===== src/common/mcbrg_pkg.sv =====
// Package: register map, field positions and state encoding for the collision/baud block
`default_nettype none
package mcbrg_pkg;
	// ------------------------------------------------------------
	// Register indices (byte data, all four bits of the address port)
	// ------------------------------------------------------------
	localparam logic [3:0] ADDR_RELOAD = 4'h0;
	localparam logic [3:0] ADDR_SHIFT_BUF = 4'h1;
	localparam logic [3:0] ADDR_CTL_ONE = 4'h2;
	localparam logic [3:0] ADDR_CTL_TWO = 4'h3;
	localparam logic [3:0] ADDR_CTL_THREE = 4'h4;
	localparam logic [3:0] ADDR_MATCH_MASK = 4'h5;
	localparam logic [3:0] ADDR_STATUS = 4'h6;
	localparam logic [3:0] ADDR_IRQ_EN_ONE = 4'h7;
	localparam logic [3:0] ADDR_IRQ_EN_TWO = 4'h8;
	localparam logic [3:0] ADDR_IRQ_FLAG_ONE = 4'h9;
	localparam logic [3:0] ADDR_IRQ_FLAG_TWO = 4'hA;

	// ------------------------------------------------------------
	// Field positions
	// ------------------------------------------------------------
	localparam int CTL1_WRITE_COLL = 7;
	localparam int CTL1_PORT_EN = 5;
	localparam int CTL2_ACK_STAT = 6;
	localparam int CTL2_ACK_EN = 4;
	localparam int CTL2_STOP_EN = 2;
	localparam int CTL2_RESTART_EN = 1;
	localparam int CTL2_START_EN = 0;
	localparam int STAT_STOP_SEEN = 4;
	localparam int STAT_START_SEEN = 3;
	localparam int STAT_TX_BUSY = 2;
	localparam int STAT_BUF_FULL = 0;
	localparam int IRQ_BIT = 3;

	// ------------------------------------------------------------
	// Modes, reset values, divider constants
	// ------------------------------------------------------------
	localparam logic [3:0] MODE_TWI_MASTER = 4'h8;
	localparam logic [3:0] MODE_SPI_MASTER_DIV = 4'hA;
	localparam logic [7:0] RESET_BYTE = 8'h00;
	localparam logic [7:0] IO_MASK = 8'h3F;
	// Core clocks per divider step: half bus period = 2*(reload+1) clocks
	localparam logic PRESCALE_LAST = 1'b1;
	localparam logic [7:0] DIV_ZERO = 8'h00;
	localparam logic [3:0] TWI_BITS = 4'h9;
	localparam logic [3:0] SPI_BITS = 4'h8;
	localparam logic [3:0] ACK_SLOT = 4'h1;

	typedef enum logic [13:0] {
		ST_IDLE = 14'b00_0000_0000_0001,
		ST_START_CHK = 14'b00_0000_0000_0010,
		ST_START_CNT1 = 14'b00_0000_0000_0100,
		ST_START_CNT2 = 14'b00_0000_0000_1000,
		ST_RS_SDA = 14'b00_0000_0001_0000,
		ST_RS_CNT0 = 14'b00_0000_0010_0000,
		ST_RS_SCLH = 14'b00_0000_0100_0000,
		ST_RS_CNT1 = 14'b00_0000_1000_0000,
		ST_RS_CNT2 = 14'b00_0001_0000_0000,
		ST_SP_SDA = 14'b00_0010_0000_0000,
		ST_SP_SCLH = 14'b00_0100_0000_0000,
		ST_SP_CNT0 = 14'b00_1000_0000_0000,
		ST_SP_CNT1 = 14'b01_0000_0000_0000,
		ST_TX = 14'b10_0000_0000_0000
	} mcbrg_state_t;

	typedef struct packed {
		logic [3:0] addr;
		logic [7:0] wdata;
		logic wr;
		logic rd;
	} mcbrg_bus_req_t;

	typedef struct packed {
		logic sda_oe;
		logic scl_oe;
	} mcbrg_pins_t;
endpackage
`default_nettype wire


===== src/mcbrg_core.sv =====
// Design: two-wire master start/restart/stop with collision detection and baud divider
`default_nettype none
module mcbrg_core (
	input wire logic core_clk_in,
	input wire logic reset_in,
	input wire logic [3:0] reg_addr_in,
	input wire logic [7:0] reg_wdata_in,
	input wire logic reg_wr_in,
	input wire logic reg_rd_in,
	output logic [7:0] reg_rdata_out,
	input wire logic sda_in,
	output logic sda_out,
	output logic sda_oe_out,
	input wire logic scl_in,
	output logic scl_out,
	output logic scl_oe_out,
	output logic irq_out
);
	// ------------------------------------------------------------
	// State
	// ------------------------------------------------------------
	typedef struct packed {
		mcbrg_pkg::mcbrg_state_t st;
		logic [7:0] cnt;
		logic pre;
		logic run;
		logic [7:0] reload;
		logic [7:0] sbuf;
		logic [7:0] shft;
		logic [3:0] bitc;
		logic tx_high;
		logic [7:0] ctl1;
		logic [7:0] ctl2;
		logic [7:0] ctl3;
		logic [7:0] msk;
		logic [7:0] stat;
		logic [7:0] ie1;
		logic [7:0] ie2;
		logic [7:0] if1;
		logic [7:0] if2;
		mcbrg_pkg::mcbrg_pins_t pins;
		logic [7:0] rdata;
		logic irq;
		logic sda_s1;
		logic sda_s2;
		logic scl_s1;
		logic scl_s2;
	} mcbrg_regs_t;

	mcbrg_regs_t cur_ff;
	mcbrg_regs_t nxt_ff;
	mcbrg_pkg::mcbrg_bus_req_t req;

	logic sda_hi;
	logic scl_hi;
	logic div_done;
	logic twi_mode;
	logic spi_mode;
	logic busy;

	assign req = '{addr: reg_addr_in, wdata: reg_wdata_in, wr: reg_wr_in, rd: reg_rd_in};
	assign sda_hi = cur_ff.sda_s2;
	assign scl_hi = cur_ff.scl_s2;
	// Timeout after reload+1 steps of two clocks each
	assign div_done = cur_ff.run && (cur_ff.pre == mcbrg_pkg::PRESCALE_LAST)
		&& (cur_ff.cnt == mcbrg_pkg::DIV_ZERO);
	assign twi_mode = cur_ff.ctl1[mcbrg_pkg::CTL1_PORT_EN]
		&& (cur_ff.ctl1[3:0] == mcbrg_pkg::MODE_TWI_MASTER);
	assign spi_mode = cur_ff.ctl1[mcbrg_pkg::CTL1_PORT_EN]
		&& (cur_ff.ctl1[3:0] == mcbrg_pkg::MODE_SPI_MASTER_DIV);
	assign busy = cur_ff.st != mcbrg_pkg::ST_IDLE;

	// ------------------------------------------------------------
	// Next state
	// ------------------------------------------------------------
	always_comb begin
		logic load;
		logic stop_div;
		logic collide;
		logic finish;
		load = 1'b0;
		stop_div = 1'b0;
		collide = 1'b0;
		finish = 1'b0;
		nxt_ff = cur_ff;

		// Pin synchronisers
		nxt_ff.sda_s1 = sda_in;
		nxt_ff.sda_s2 = cur_ff.sda_s1;
		nxt_ff.scl_s1 = scl_in;
		nxt_ff.scl_s2 = cur_ff.scl_s1;

		// Register writes first, so hardware sets below win over clears
		if (req.wr) begin
			unique case (req.addr)
				mcbrg_pkg::ADDR_RELOAD: nxt_ff.reload = req.wdata;
				mcbrg_pkg::ADDR_SHIFT_BUF: begin
					if (busy) begin
						nxt_ff.ctl1[mcbrg_pkg::CTL1_WRITE_COLL] = 1'b1;
					end else begin
						nxt_ff.sbuf = req.wdata;
					end
				end
				mcbrg_pkg::ADDR_CTL_ONE: nxt_ff.ctl1 = req.wdata;
				mcbrg_pkg::ADDR_CTL_TWO: begin
					nxt_ff.ctl2 = req.wdata;
					nxt_ff.ctl2[mcbrg_pkg::CTL2_ACK_STAT] = cur_ff.ctl2[mcbrg_pkg::CTL2_ACK_STAT];
				end
				mcbrg_pkg::ADDR_CTL_THREE: nxt_ff.ctl3 = req.wdata;
				mcbrg_pkg::ADDR_MATCH_MASK: nxt_ff.msk = req.wdata;
				mcbrg_pkg::ADDR_STATUS: nxt_ff.stat[7:6] = req.wdata[7:6];
				mcbrg_pkg::ADDR_IRQ_EN_ONE: nxt_ff.ie1 = req.wdata;
				mcbrg_pkg::ADDR_IRQ_EN_TWO: nxt_ff.ie2 = req.wdata;
				mcbrg_pkg::ADDR_IRQ_FLAG_ONE: nxt_ff.if1 = req.wdata;
				mcbrg_pkg::ADDR_IRQ_FLAG_TWO: nxt_ff.if2 = req.wdata;
				default: ;
			endcase
		end

		// Sequencer
		unique case (cur_ff.st)
			mcbrg_pkg::ST_IDLE: begin
				if (twi_mode && cur_ff.ctl2[mcbrg_pkg::CTL2_START_EN]) begin
					nxt_ff.st = mcbrg_pkg::ST_START_CHK;
				end else if (twi_mode && cur_ff.ctl2[mcbrg_pkg::CTL2_RESTART_EN]) begin
					nxt_ff.pins.sda_oe = 1'b0;
					nxt_ff.st = mcbrg_pkg::ST_RS_SDA;
				end else if (twi_mode && cur_ff.ctl2[mcbrg_pkg::CTL2_STOP_EN]) begin
					nxt_ff.pins.sda_oe = 1'b1;
					nxt_ff.st = mcbrg_pkg::ST_SP_SDA;
				end else if ((twi_mode || spi_mode) && req.wr
					&& req.addr == mcbrg_pkg::ADDR_SHIFT_BUF) begin
					// Divider starts on the buffer write itself
					nxt_ff.shft = req.wdata;
					nxt_ff.bitc = twi_mode ? mcbrg_pkg::TWI_BITS : mcbrg_pkg::SPI_BITS;
					nxt_ff.tx_high = 1'b0;
					nxt_ff.pins.scl_oe = 1'b1;
					nxt_ff.pins.sda_oe = ~req.wdata[7];
					nxt_ff.stat[mcbrg_pkg::STAT_TX_BUSY] = 1'b1;
					nxt_ff.stat[mcbrg_pkg::STAT_BUF_FULL] = 1'b1;
					load = 1'b1;
					nxt_ff.st = mcbrg_pkg::ST_TX;
				end
			end
			mcbrg_pkg::ST_START_CHK: begin
				nxt_ff.pins = '{sda_oe: 1'b0, scl_oe: 1'b0};
				if (!sda_hi || !scl_hi) begin
					collide = 1'b1;
				end else begin
					load = 1'b1;
					nxt_ff.st = mcbrg_pkg::ST_START_CNT1;
				end
			end
			mcbrg_pkg::ST_START_CNT1: begin
				if (!scl_hi && sda_hi) begin
					collide = 1'b1;
				end else if (!sda_hi || div_done) begin
					// Another master took SDA first: assert early and go on to the second count
					nxt_ff.pins.sda_oe = 1'b1;
					load = 1'b1;
					nxt_ff.st = mcbrg_pkg::ST_START_CNT2;
				end
			end
			mcbrg_pkg::ST_START_CNT2: begin
				if (div_done) begin
					nxt_ff.pins.scl_oe = 1'b1;
					nxt_ff.ctl2[mcbrg_pkg::CTL2_START_EN] = 1'b0;
					nxt_ff.stat[mcbrg_pkg::STAT_START_SEEN] = 1'b1;
					nxt_ff.stat[mcbrg_pkg::STAT_STOP_SEEN] = 1'b0;
					finish = 1'b1;
				end
			end
			mcbrg_pkg::ST_RS_SDA: begin
				if (sda_hi) begin
					load = 1'b1;
					nxt_ff.st = mcbrg_pkg::ST_RS_CNT0;
				end
			end
			mcbrg_pkg::ST_RS_CNT0: begin
				if (div_done) begin
					nxt_ff.pins.scl_oe = 1'b0;
					stop_div = 1'b1;
					nxt_ff.st = mcbrg_pkg::ST_RS_SCLH;
				end
			end
			mcbrg_pkg::ST_RS_SCLH: begin
				if (scl_hi) begin
					if (!sda_hi) begin
						collide = 1'b1;
					end else begin
						load = 1'b1;
						nxt_ff.st = mcbrg_pkg::ST_RS_CNT1;
					end
				end
			end
			mcbrg_pkg::ST_RS_CNT1: begin
				// SDA falling here is another master's start, not a loss
				if (!scl_hi && !cur_ff.pins.sda_oe) begin
					collide = 1'b1;
				end else if (div_done) begin
					nxt_ff.pins.sda_oe = 1'b1;
					load = 1'b1;
					nxt_ff.st = mcbrg_pkg::ST_RS_CNT2;
				end
			end
			mcbrg_pkg::ST_RS_CNT2: begin
				if (div_done) begin
					nxt_ff.pins.scl_oe = 1'b1;
					nxt_ff.ctl2[mcbrg_pkg::CTL2_RESTART_EN] = 1'b0;
					nxt_ff.stat[mcbrg_pkg::STAT_START_SEEN] = 1'b1;
					nxt_ff.stat[mcbrg_pkg::STAT_STOP_SEEN] = 1'b0;
					finish = 1'b1;
				end
			end
			mcbrg_pkg::ST_SP_SDA: begin
				if (!sda_hi) begin
					nxt_ff.pins.scl_oe = 1'b0;
					nxt_ff.st = mcbrg_pkg::ST_SP_SCLH;
				end
			end
			mcbrg_pkg::ST_SP_SCLH: begin
				if (scl_hi) begin
					load = 1'b1;
					nxt_ff.st = mcbrg_pkg::ST_SP_CNT0;
				end
			end
			mcbrg_pkg::ST_SP_CNT0: begin
				if (!scl_hi) begin
					collide = 1'b1;
				end else if (div_done) begin
					nxt_ff.pins.sda_oe = 1'b0;
					load = 1'b1;
					nxt_ff.st = mcbrg_pkg::ST_SP_CNT1;
				end
			end
			mcbrg_pkg::ST_SP_CNT1: begin
				if (!scl_hi && !sda_hi) begin
					collide = 1'b1;
				end else if (div_done) begin
					if (!sda_hi) begin
						collide = 1'b1;
					end else begin
						nxt_ff.ctl2[mcbrg_pkg::CTL2_STOP_EN] = 1'b0;
						finish = 1'b1;
					end
				end else if (sda_hi && scl_hi) begin
					nxt_ff.stat[mcbrg_pkg::STAT_STOP_SEEN] = 1'b1;
					nxt_ff.stat[mcbrg_pkg::STAT_START_SEEN] = 1'b0;
				end
			end
			mcbrg_pkg::ST_TX: begin
				// Two reloads per bit: one for each half of the clock
				if (!cur_ff.tx_high && div_done) begin
					nxt_ff.pins.scl_oe = 1'b0;
					nxt_ff.tx_high = 1'b1;
					stop_div = 1'b1;
				end else if (cur_ff.tx_high && !cur_ff.run && scl_hi) begin
					// Clock stretching: high half only starts once SCL is seen high
					load = 1'b1;
					if (twi_mode && cur_ff.bitc == mcbrg_pkg::ACK_SLOT) begin
						nxt_ff.ctl2[mcbrg_pkg::CTL2_ACK_STAT] = sda_hi;
					end
				end else if (cur_ff.tx_high && div_done) begin
					nxt_ff.pins.scl_oe = 1'b1;
					nxt_ff.tx_high = 1'b0;
					nxt_ff.bitc = cur_ff.bitc - 4'h1;
					nxt_ff.shft = {cur_ff.shft[6:0], 1'b1};
					nxt_ff.pins.sda_oe = ~cur_ff.shft[6];
					if (cur_ff.bitc == mcbrg_pkg::ACK_SLOT) begin
						// Clock held low at the end: last level kept
						nxt_ff.pins.sda_oe = cur_ff.pins.sda_oe;
						nxt_ff.stat[mcbrg_pkg::STAT_TX_BUSY] = 1'b0;
						nxt_ff.stat[mcbrg_pkg::STAT_BUF_FULL] = 1'b0;
						finish = 1'b1;
					end else begin
						load = 1'b1;
					end
				end
			end
			default: begin
				collide = 1'b1;
			end
		endcase

		// Collision abort
		if (collide) begin
			nxt_ff.pins = '{sda_oe: 1'b0, scl_oe: 1'b0};
			nxt_ff.ctl2[mcbrg_pkg::CTL2_START_EN] = 1'b0;
			nxt_ff.ctl2[mcbrg_pkg::CTL2_RESTART_EN] = 1'b0;
			nxt_ff.ctl2[mcbrg_pkg::CTL2_STOP_EN] = 1'b0;
			nxt_ff.ctl2[mcbrg_pkg::CTL2_ACK_EN] = 1'b0;
			nxt_ff.stat[mcbrg_pkg::STAT_TX_BUSY] = 1'b0;
			nxt_ff.stat[mcbrg_pkg::STAT_BUF_FULL] = 1'b0;
			nxt_ff.if2[mcbrg_pkg::IRQ_BIT] = 1'b1;
			nxt_ff.st = mcbrg_pkg::ST_IDLE;
			stop_div = 1'b1;
		end
		if (finish) begin
			nxt_ff.if1[mcbrg_pkg::IRQ_BIT] = 1'b1;
			nxt_ff.st = mcbrg_pkg::ST_IDLE;
			stop_div = 1'b1;
		end

		// Port disabled: sequences cancelled, lines released
		if (!cur_ff.ctl1[mcbrg_pkg::CTL1_PORT_EN]) begin
			nxt_ff.st = mcbrg_pkg::ST_IDLE;
			nxt_ff.pins = '{sda_oe: 1'b0, scl_oe: 1'b0};
			nxt_ff.stat[mcbrg_pkg::STAT_STOP_SEEN] = 1'b0;
			nxt_ff.stat[mcbrg_pkg::STAT_START_SEEN] = 1'b0;
			stop_div = 1'b1;
			load = 1'b0;
		end

		// Baud divider: values below three are not usable on the two-wire bus
		if (load) begin
			nxt_ff.cnt = cur_ff.reload;
			nxt_ff.pre = 1'b0;
			nxt_ff.run = 1'b1;
		end else if (stop_div) begin
			nxt_ff.run = 1'b0;
		end else if (cur_ff.run) begin
			nxt_ff.pre = ~cur_ff.pre;
			if (cur_ff.pre == mcbrg_pkg::PRESCALE_LAST && cur_ff.cnt != mcbrg_pkg::DIV_ZERO) begin
				nxt_ff.cnt = cur_ff.cnt - 8'h01;
			end
		end

		nxt_ff.irq = (nxt_ff.if2[mcbrg_pkg::IRQ_BIT] && nxt_ff.ie2[mcbrg_pkg::IRQ_BIT])
			|| (nxt_ff.if1[mcbrg_pkg::IRQ_BIT] && nxt_ff.ie1[mcbrg_pkg::IRQ_BIT]);

		// Read data, valid the cycle after the strobe only
		nxt_ff.rdata = mcbrg_pkg::RESET_BYTE;
		if (req.rd) begin
			unique case (req.addr)
				mcbrg_pkg::ADDR_RELOAD: nxt_ff.rdata = cur_ff.reload;
				mcbrg_pkg::ADDR_SHIFT_BUF: nxt_ff.rdata = cur_ff.sbuf;
				mcbrg_pkg::ADDR_CTL_ONE: nxt_ff.rdata = cur_ff.ctl1;
				mcbrg_pkg::ADDR_CTL_TWO: nxt_ff.rdata = cur_ff.ctl2;
				mcbrg_pkg::ADDR_CTL_THREE: nxt_ff.rdata = cur_ff.ctl3;
				mcbrg_pkg::ADDR_MATCH_MASK: nxt_ff.rdata = cur_ff.msk;
				mcbrg_pkg::ADDR_STATUS: nxt_ff.rdata = cur_ff.stat;
				mcbrg_pkg::ADDR_IRQ_EN_ONE: nxt_ff.rdata = cur_ff.ie1;
				mcbrg_pkg::ADDR_IRQ_EN_TWO: nxt_ff.rdata = cur_ff.ie2;
				mcbrg_pkg::ADDR_IRQ_FLAG_ONE: nxt_ff.rdata = cur_ff.if1;
				mcbrg_pkg::ADDR_IRQ_FLAG_TWO: nxt_ff.rdata = cur_ff.if2;
				default: nxt_ff.rdata = mcbrg_pkg::RESET_BYTE;
			endcase
		end
	end

	// ------------------------------------------------------------
	// Registers
	// ------------------------------------------------------------
	always_ff @(posedge core_clk_in or posedge reset_in) begin
		if (reset_in) begin
			// Synchronisers preset to the released-bus level, so no false low follows reset
			cur_ff <= '{st: mcbrg_pkg::ST_IDLE, sda_s1: 1'b1, sda_s2: 1'b1, scl_s1: 1'b1,
				scl_s2: 1'b1, default: '0};
		end else begin
			cur_ff <= nxt_ff;
		end
	end

	// Open drain: data outputs always low, enable pulls the line
	assign sda_out = 1'b0;
	assign scl_out = 1'b0;
	assign sda_oe_out = cur_ff.pins.sda_oe;
	assign scl_oe_out = cur_ff.pins.scl_oe;
	assign reg_rdata_out = cur_ff.rdata;
	assign irq_out = cur_ff.irq;
endmodule
`default_nettype wire


===== config.mk =====
export PLATFORM = sky130hd
export DESIGN_NAME = mcbrg_core
export DESIGN_NICKNAME = d
export VERILOG_FILES = /design/src/common/mcbrg_pkg.sv /design/src/mcbrg_core.sv
export SDC_FILE = /design/constraint.sdc
export NUM_CORES = 1
export LEC_CHECK = 0
export BUFFER_PORTS_ARGS = -buffer_cell sky130_fd_sc_hd__clkbuf_2
export CELL_PAD_IN_SITES_DETAIL_PLACEMENT = 0
export CELL_PAD_IN_SITES_GLOBAL_PLACEMENT = 1
export CORE_MARGIN = 4
export CORE_UTILIZATION = 50
export CTS_CLUSTER_SIZE = 16
export DETAILED_ROUTE_END_ITERATION = 10
export MAX_ROUTING_LAYER = met4
export PLACE_DENSITY = 0.9
export SYNTH_ARGS = -nofsm -noshare
export SYNTH_HDL_FRONTEND = slang
export SYNTH_SLANG_ARGS = --single-unit

===== constraint.sdc =====
create_clock -name core_clk_in -period 12.42 [get_ports core_clk_in]
set_clock_uncertainty 0.2 [all_clocks]
set_input_delay 2.484 -clock core_clk_in [delete_from_list [all_inputs] [get_ports core_clk_in]]
set_output_delay 2.484 -clock core_clk_in [all_outputs]
set_load 0.01 [all_outputs]

---- Word level (Yosys, flattened, before mapping) ----
Index checks and enable logic that the tools add are counted.
storage, ports and cells
  register bits ........................... 136
  input port bits ......................... 18
cells by class
  add/subtract/negate cells ............... 2
  equal/unequal tests ..................... 89
  mux-type cells .......................... 144
  bitwise gates (word level) .............. 4
  reduce and logical (&&, ||, !) cells .... 65
operators by type and width
  operator              number
  $mux 14               20
  $pmux 14 s10          1
  $pmux 8 s11           1
  $mux 1                78
  $ne 5x5->1 const B    15
  $mux 12               6
  $ne 4x4->1 const B    16
  $mux 8                7
  $ne 3x3->1 const B    13
  $mux 28               1
  $mux 2                12
  $pmux 12 s2           1
  $reduce_and 2->1      12
  $mux 23               1
  $logic_and 1x1->1     21
  $eq 4x4->1 const B    5
  $mux 9                2
  $ne 2x2->1 const B    9
  $eq 4x3->1 const B    4
  $reduce_and 15->1     1
  $eq 14x1->1 const B   1
  $eq 14x10->1 const B  1
  $eq 14x11->1 const B  1
  $eq 14x12->1 const B  1
  other kinds (50)      74

---- Logic depth before layout (Yosys ltp) ----
  depth after elaboration ................. 13
  depth in mapped cells ................... 11

---- Least setup slack after synthesis ----
OpenSTA, ideal clock, no wires.
  path kind ............................... input -> register
  from .................................... input port reg_addr_in[3]
  to ...................................... register cur_ff (netlist bit scl_oe_out)
  setup time .............................. 0.077 ns
  arrival time ............................ 4.603 ns
  required time ........................... 12.143 ns
  setup slack ............................. 7.540 ns
  stages .................................. 7
  cell sequence ........................... clkbuf_1 -> nor2_1 -> a41oi_1 -> or3b_2 -> o31a_1 -> or4b_1 -> a21oi_1
between the ends
  word-level cells in the longest chain between the ends .. 4
RTL lines
  what                                line               RTL
  start, declared                     mcbrg_core.sv:6    input wire logic [3:0] reg_addr_in,
  $eq 4x1->1                          mcbrg_core.sv:132  && req.addr == mcbrg_pkg::ADDR_SHIFT_BUF) begin
  $logic_and 1x1->1                   mcbrg_core.sv:132
  $ne 4x4->1 (no source line)         -
  $reduce_and 10->1 (no source line)  -
  end signal, assigned                mcbrg_core.sv:357  cur_ff <= '{st: mcbrg_pkg::ST_IDLE, sda_s1: 1'b1, sda_s2: 1'b1, scl_s1: 1'b1,
  end signal, assigned                mcbrg_core.sv:360  cur_ff <= nxt_ff;
  end, declared                       mcbrg_core.sv:50   mcbrg_regs_t cur_ff;
No other way between the ends.
A chain may end at the register's enable or synchronous reset.

---- Worst setup path after layout ----
  from .................................... input port reg_addr_in[1]
  to ...................................... register cur_ff[121] in the netlist's numbering
between the ends
  word-level cells in the longest chain between the ends .. 10
  elaborated cells on any way between the ends .. 13
  classes of those cells .................. 2 x eq/ne; 7 x mux; 4 x reduce/logical
RTL lines
  what                                                              line               RTL
  $eq 4x1->1 *                                                      mcbrg_core.sv:132
  $logic_and 1x1->1 *                                               mcbrg_core.sv:132
  $mux 1 *                                                          mcbrg_core.sv:131  end else if ((twi_mode || spi_mode) && req.wr
  $mux 1 *                                                          mcbrg_core.sv:128  end else if (twi_mode && cur_ff.ctl2[mcbrg_pkg::CTL2_STOP_EN]) begin
  $mux 1 *                                                          mcbrg_core.sv:125  end else if (twi_mode && cur_ff.ctl2[mcbrg_pkg::CTL2_RESTART_EN]) begin
  $mux 1 *                                                          mcbrg_core.sv:123  if (twi_mode && cur_ff.ctl2[mcbrg_pkg::CTL2_START_EN]) begin
  $pmux 1 s9 *                                                      mcbrg_core.sv:121  unique case (cur_ff.st)
  $mux 1 *                                                          mcbrg_core.sv:305  if (!cur_ff.ctl1[mcbrg_pkg::CTL1_PORT_EN]) begin
  $ne 2x2->1 (no source line) or $reduce_bool 2->1 (tied branches)  -
  $reduce_and 3->1 (no source line)                                 -
Mark *: on every way between the ends. The rest lies on a longest branch, timed or not.

==> reports/qor.csv <==
metric,value,unit
fmax,178,MHz
Post-Synthesis Cells,741,
vias in the first global route,6196,
Core Area,14800,µm²
Sink Count,136,
endpoints failing setup,0,
Leak,3.57,nW
CP startpoint kind,input port,
placed cell area,7770,µm²
FF-to-FF Start,cur_ff[128]$_DFFE_PP0P_,
Mapped Area,7640,µm²
Post-CTS Setup Bufs,0,
fin area,8380,µm²
# nets final,755,
"non-filler cells, final",930,
"Seq/Total Area, Yosys",44.6,%
Min-Delay Path Class,flip-flop to flip-flop,
post-CTS sizing,0,
All-Layer GR Usage,25.6,%
Min Hold Slack,0.154,ns
port bufs,28,
Final Slew Violations,0,
GRT overflow,0,
Layout fillers,1266,
WS Path Type,input port to flip-flop,
wire length of the first global-routing pass,34000,µm
vias,6157,
MaxCap Viol Count,0,
"setup slack, reg-to-reg",8.02,ns
outcome,"complete, no violations",
Root Driver,clkbuf_16,
antenna-violating nets left,0,
"most common cell after layout, fill and taps aside",dfrtp_1,
drt total wl,21100,µm
Antenna Cells,0,
power per cell area,163,nW/µm²
Inst Count DP,898,
Reg2Reg Depth,8,
crit path to,cur_ff[121]$_DFFE_PP0P_,
Residual DRC,0,
hpwl dp,14800,µm
Worst VDD drop,0.000103,V
post-synthesis area per instance,10.3,µm²
Yosys cell types,86,
Ports,31,
Area Overhead vs Synth,9.56,%
share of layout cells above drive strength 1,24.5,%
Worst-path clk slew,0.06,ns
CP arrival,5.73,ns
Critical Path Start,reg_addr_in[1],
most frequent cells in the layout,"dfrtp_1, mux2_2, nand2_1",
crit-path max FO,37,
die area,17300,µm²
worst-skew pair later-pin latency,0.43,ns
initial antenna violation count,0,
main flop type after synthesis,dfrtp_1,
final hold vios,0,
Rel. slew slack,22.6,%
via/cell ratio,6.62,
number of DRC markers in iteration 0,698,
Seq cells post-synth,136,
CTS H-tree depth,4,
Yosys warnings,0,
clk buf depth,2,
Die W,132,µm
site row count,44,
Layout Utilization,56.8,%
TritonCTS Buffers,17,
hold_buf cts,0,
Die Y,132,µm
setup TNS,0,ns
post-route clock period utilization,45.3,%
Starting Density,51.8,%
Worst-Margin Slew,1.16,ns
1st-pass router iterations,5,
routed len/inst,22.7,µm
largest net degree at the start of global routing,75,
Post-synth ARST share,100,%
GP Congestion,0.942,
unrepaired setup endpoints after global routing,no,
Tmin final,5.62,ns
CP Capture Type,flip-flop,
CP required,12.52,ns
TritonCTS clock tree,yes,
reg-to-reg endpoint,cur_ff[131]$_DFFE_PP0P_,
Post-synth EDFFs,0,
## cells by family (layout without fill, tap and decap cells)
kind of cell             count (synthesis)  count (layout)  synth area share, %
other                                    1               2               0.0491
AO/OA/AOI/OAI                          140             140                 13.1
adder cells (fa/ha/maj)                  4               4                0.655
AND/OR/NAND/NOR                        252             252                 18.2
multiplexers                           115             115                 17.0
XOR/XNOR                                12              12                 1.37
flip-flops                             136             136                 44.6
buffers and inverters                   81              85                 4.96
## Yosys cell counts (4+ instances only)
library cell | number | area [µm²]
o21ai_0 | 16 | 80.1
nor2_1 | 55 | 206
xor2_1 | 9 | 78.8
dfstp_2 | 5 | 131
nor3b_1 | 4 | 30.0
buf_2 | 12 | 60.1
o21ai_1 | 6 | 30.0
nand2_1 | 64 | 240
a22o_1 | 4 | 35.0
nand3_1 | 28 | 140
mux2_2 | 84 | 946
nand3b_1 | 5 | 37.5
a221oi_1 | 4 | 35.0
or4b_2 | 4 | 40.0
and4_1 | 5 | 43.8
a22oi_1 | 5 | 37.5
or4_1 | 5 | 37.5
inv_1 | 17 | 63.8
o31ai_1 | 7 | 52.6
ha_1 | 4 | 50.1
buf_4 | 10 | 75.1
nor4b_1 | 11 | 96.3
a2111oi_0 | 7 | 61.3
a211oi_1 | 5 | 37.5
o211ai_1 | 7 | 52.6
a21oi_1 | 28 | 140
clkbuf_1 | 33 | 124
nand4_1 | 11 | 68.8
nor4_1 | 11 | 68.8
buf_1 | 6 | 22.5
nand2b_1 | 4 | 25.0
dfrtp_1 | 131 | 3280
mux2i_1 | 23 | 230
a32oi_1 | 5 | 43.8
nor3_1 | 14 | 70.1
mux2_1 | 5 | 56.3
a31oi_1 | 10 | 62.6
## metal layers
metal	wire length [µm]	up-vias	track usage, %
li1	-	2728	-
met1	9330	3065	34.6
met2	9350	296	36.4
met4	803	0	12.4
met3	1640	68	6.08
met5	0	-	-
## worst max-delay path: stages
cell and delay [ns]:
clkbuf_2 0.45, nor2b_1 0.58, a41oi_1 0.36, a211oi_1 0.57, nand3_1 0.52, a2bb2oi_4 0.37
mux2_1 0.37
## metrics by stage
step | worst slack, ns | power (mW)
floorplan | 6.10 | 0.781
CTS | 6.88 | 1.36
finish | 6.80 | 1.36
global route | 6.64 | 1.42
detailed placement | 6.46 | 0.858
global placement | 6.67 | 0.843
## final cells by class
class	instances	area, µm²	area share (%)
clock buffer	27	543	6.48
clock inverter	5	57.6	0.687
inverter	17	68.8	0.822
multi-input combinational	525	3870	46.2
sequential	136	3410	40.7
tap	184	230	2.75
timing repair buffer	36	200	2.39
## where the power goes
part	internal [mW]	switching, mW
clock network	0.318	0.189
logic	0.120	0.149
registers	0.526	0.0616
total	0.964	0.400
## worst min path at each step
| stage | startpoint | to | slack, ns | depth (start not counted) |
|---|---|---|---|---|
| after floorplan | cur_ff[1]$_DFF_PP1_ | scl_hi$_DFF_PP1_ | 0.15 | 0 |
| after global placement | cur_ff[3]$_DFF_PP1_ | sda_hi$_DFF_PP1_ | 0.15 | 0 |
| after detailed placement | cur_ff[1]$_DFF_PP1_ | scl_hi$_DFF_PP1_ | 0.15 | 0 |
| after CTS | cur_ff[1]$_DFF_PP1_ | scl_hi$_DFF_PP1_ | 0.16 | 0 |
| after global routing | cur_ff[3]$_DFF_PP1_ | sda_hi$_DFF_PP1_ | 0.16 | 0 |
| final | cur_ff[1]$_DFF_PP1_ | scl_hi$_DFF_PP1_ | 0.15 | 0 |
## state kept, by name, indices dropped and copies added (netlist names)
| signal | flops |
|---|---|
| scl_hi | 1 |
| reg_rdata_out | 8 |
| sda_hi | 1 |
| irq_out | 1 |
| scl_oe_out | 1 |
| sda_oe_out | 1 |
| cur_ff | 123 |
Power figures use the tool's default switching activity.
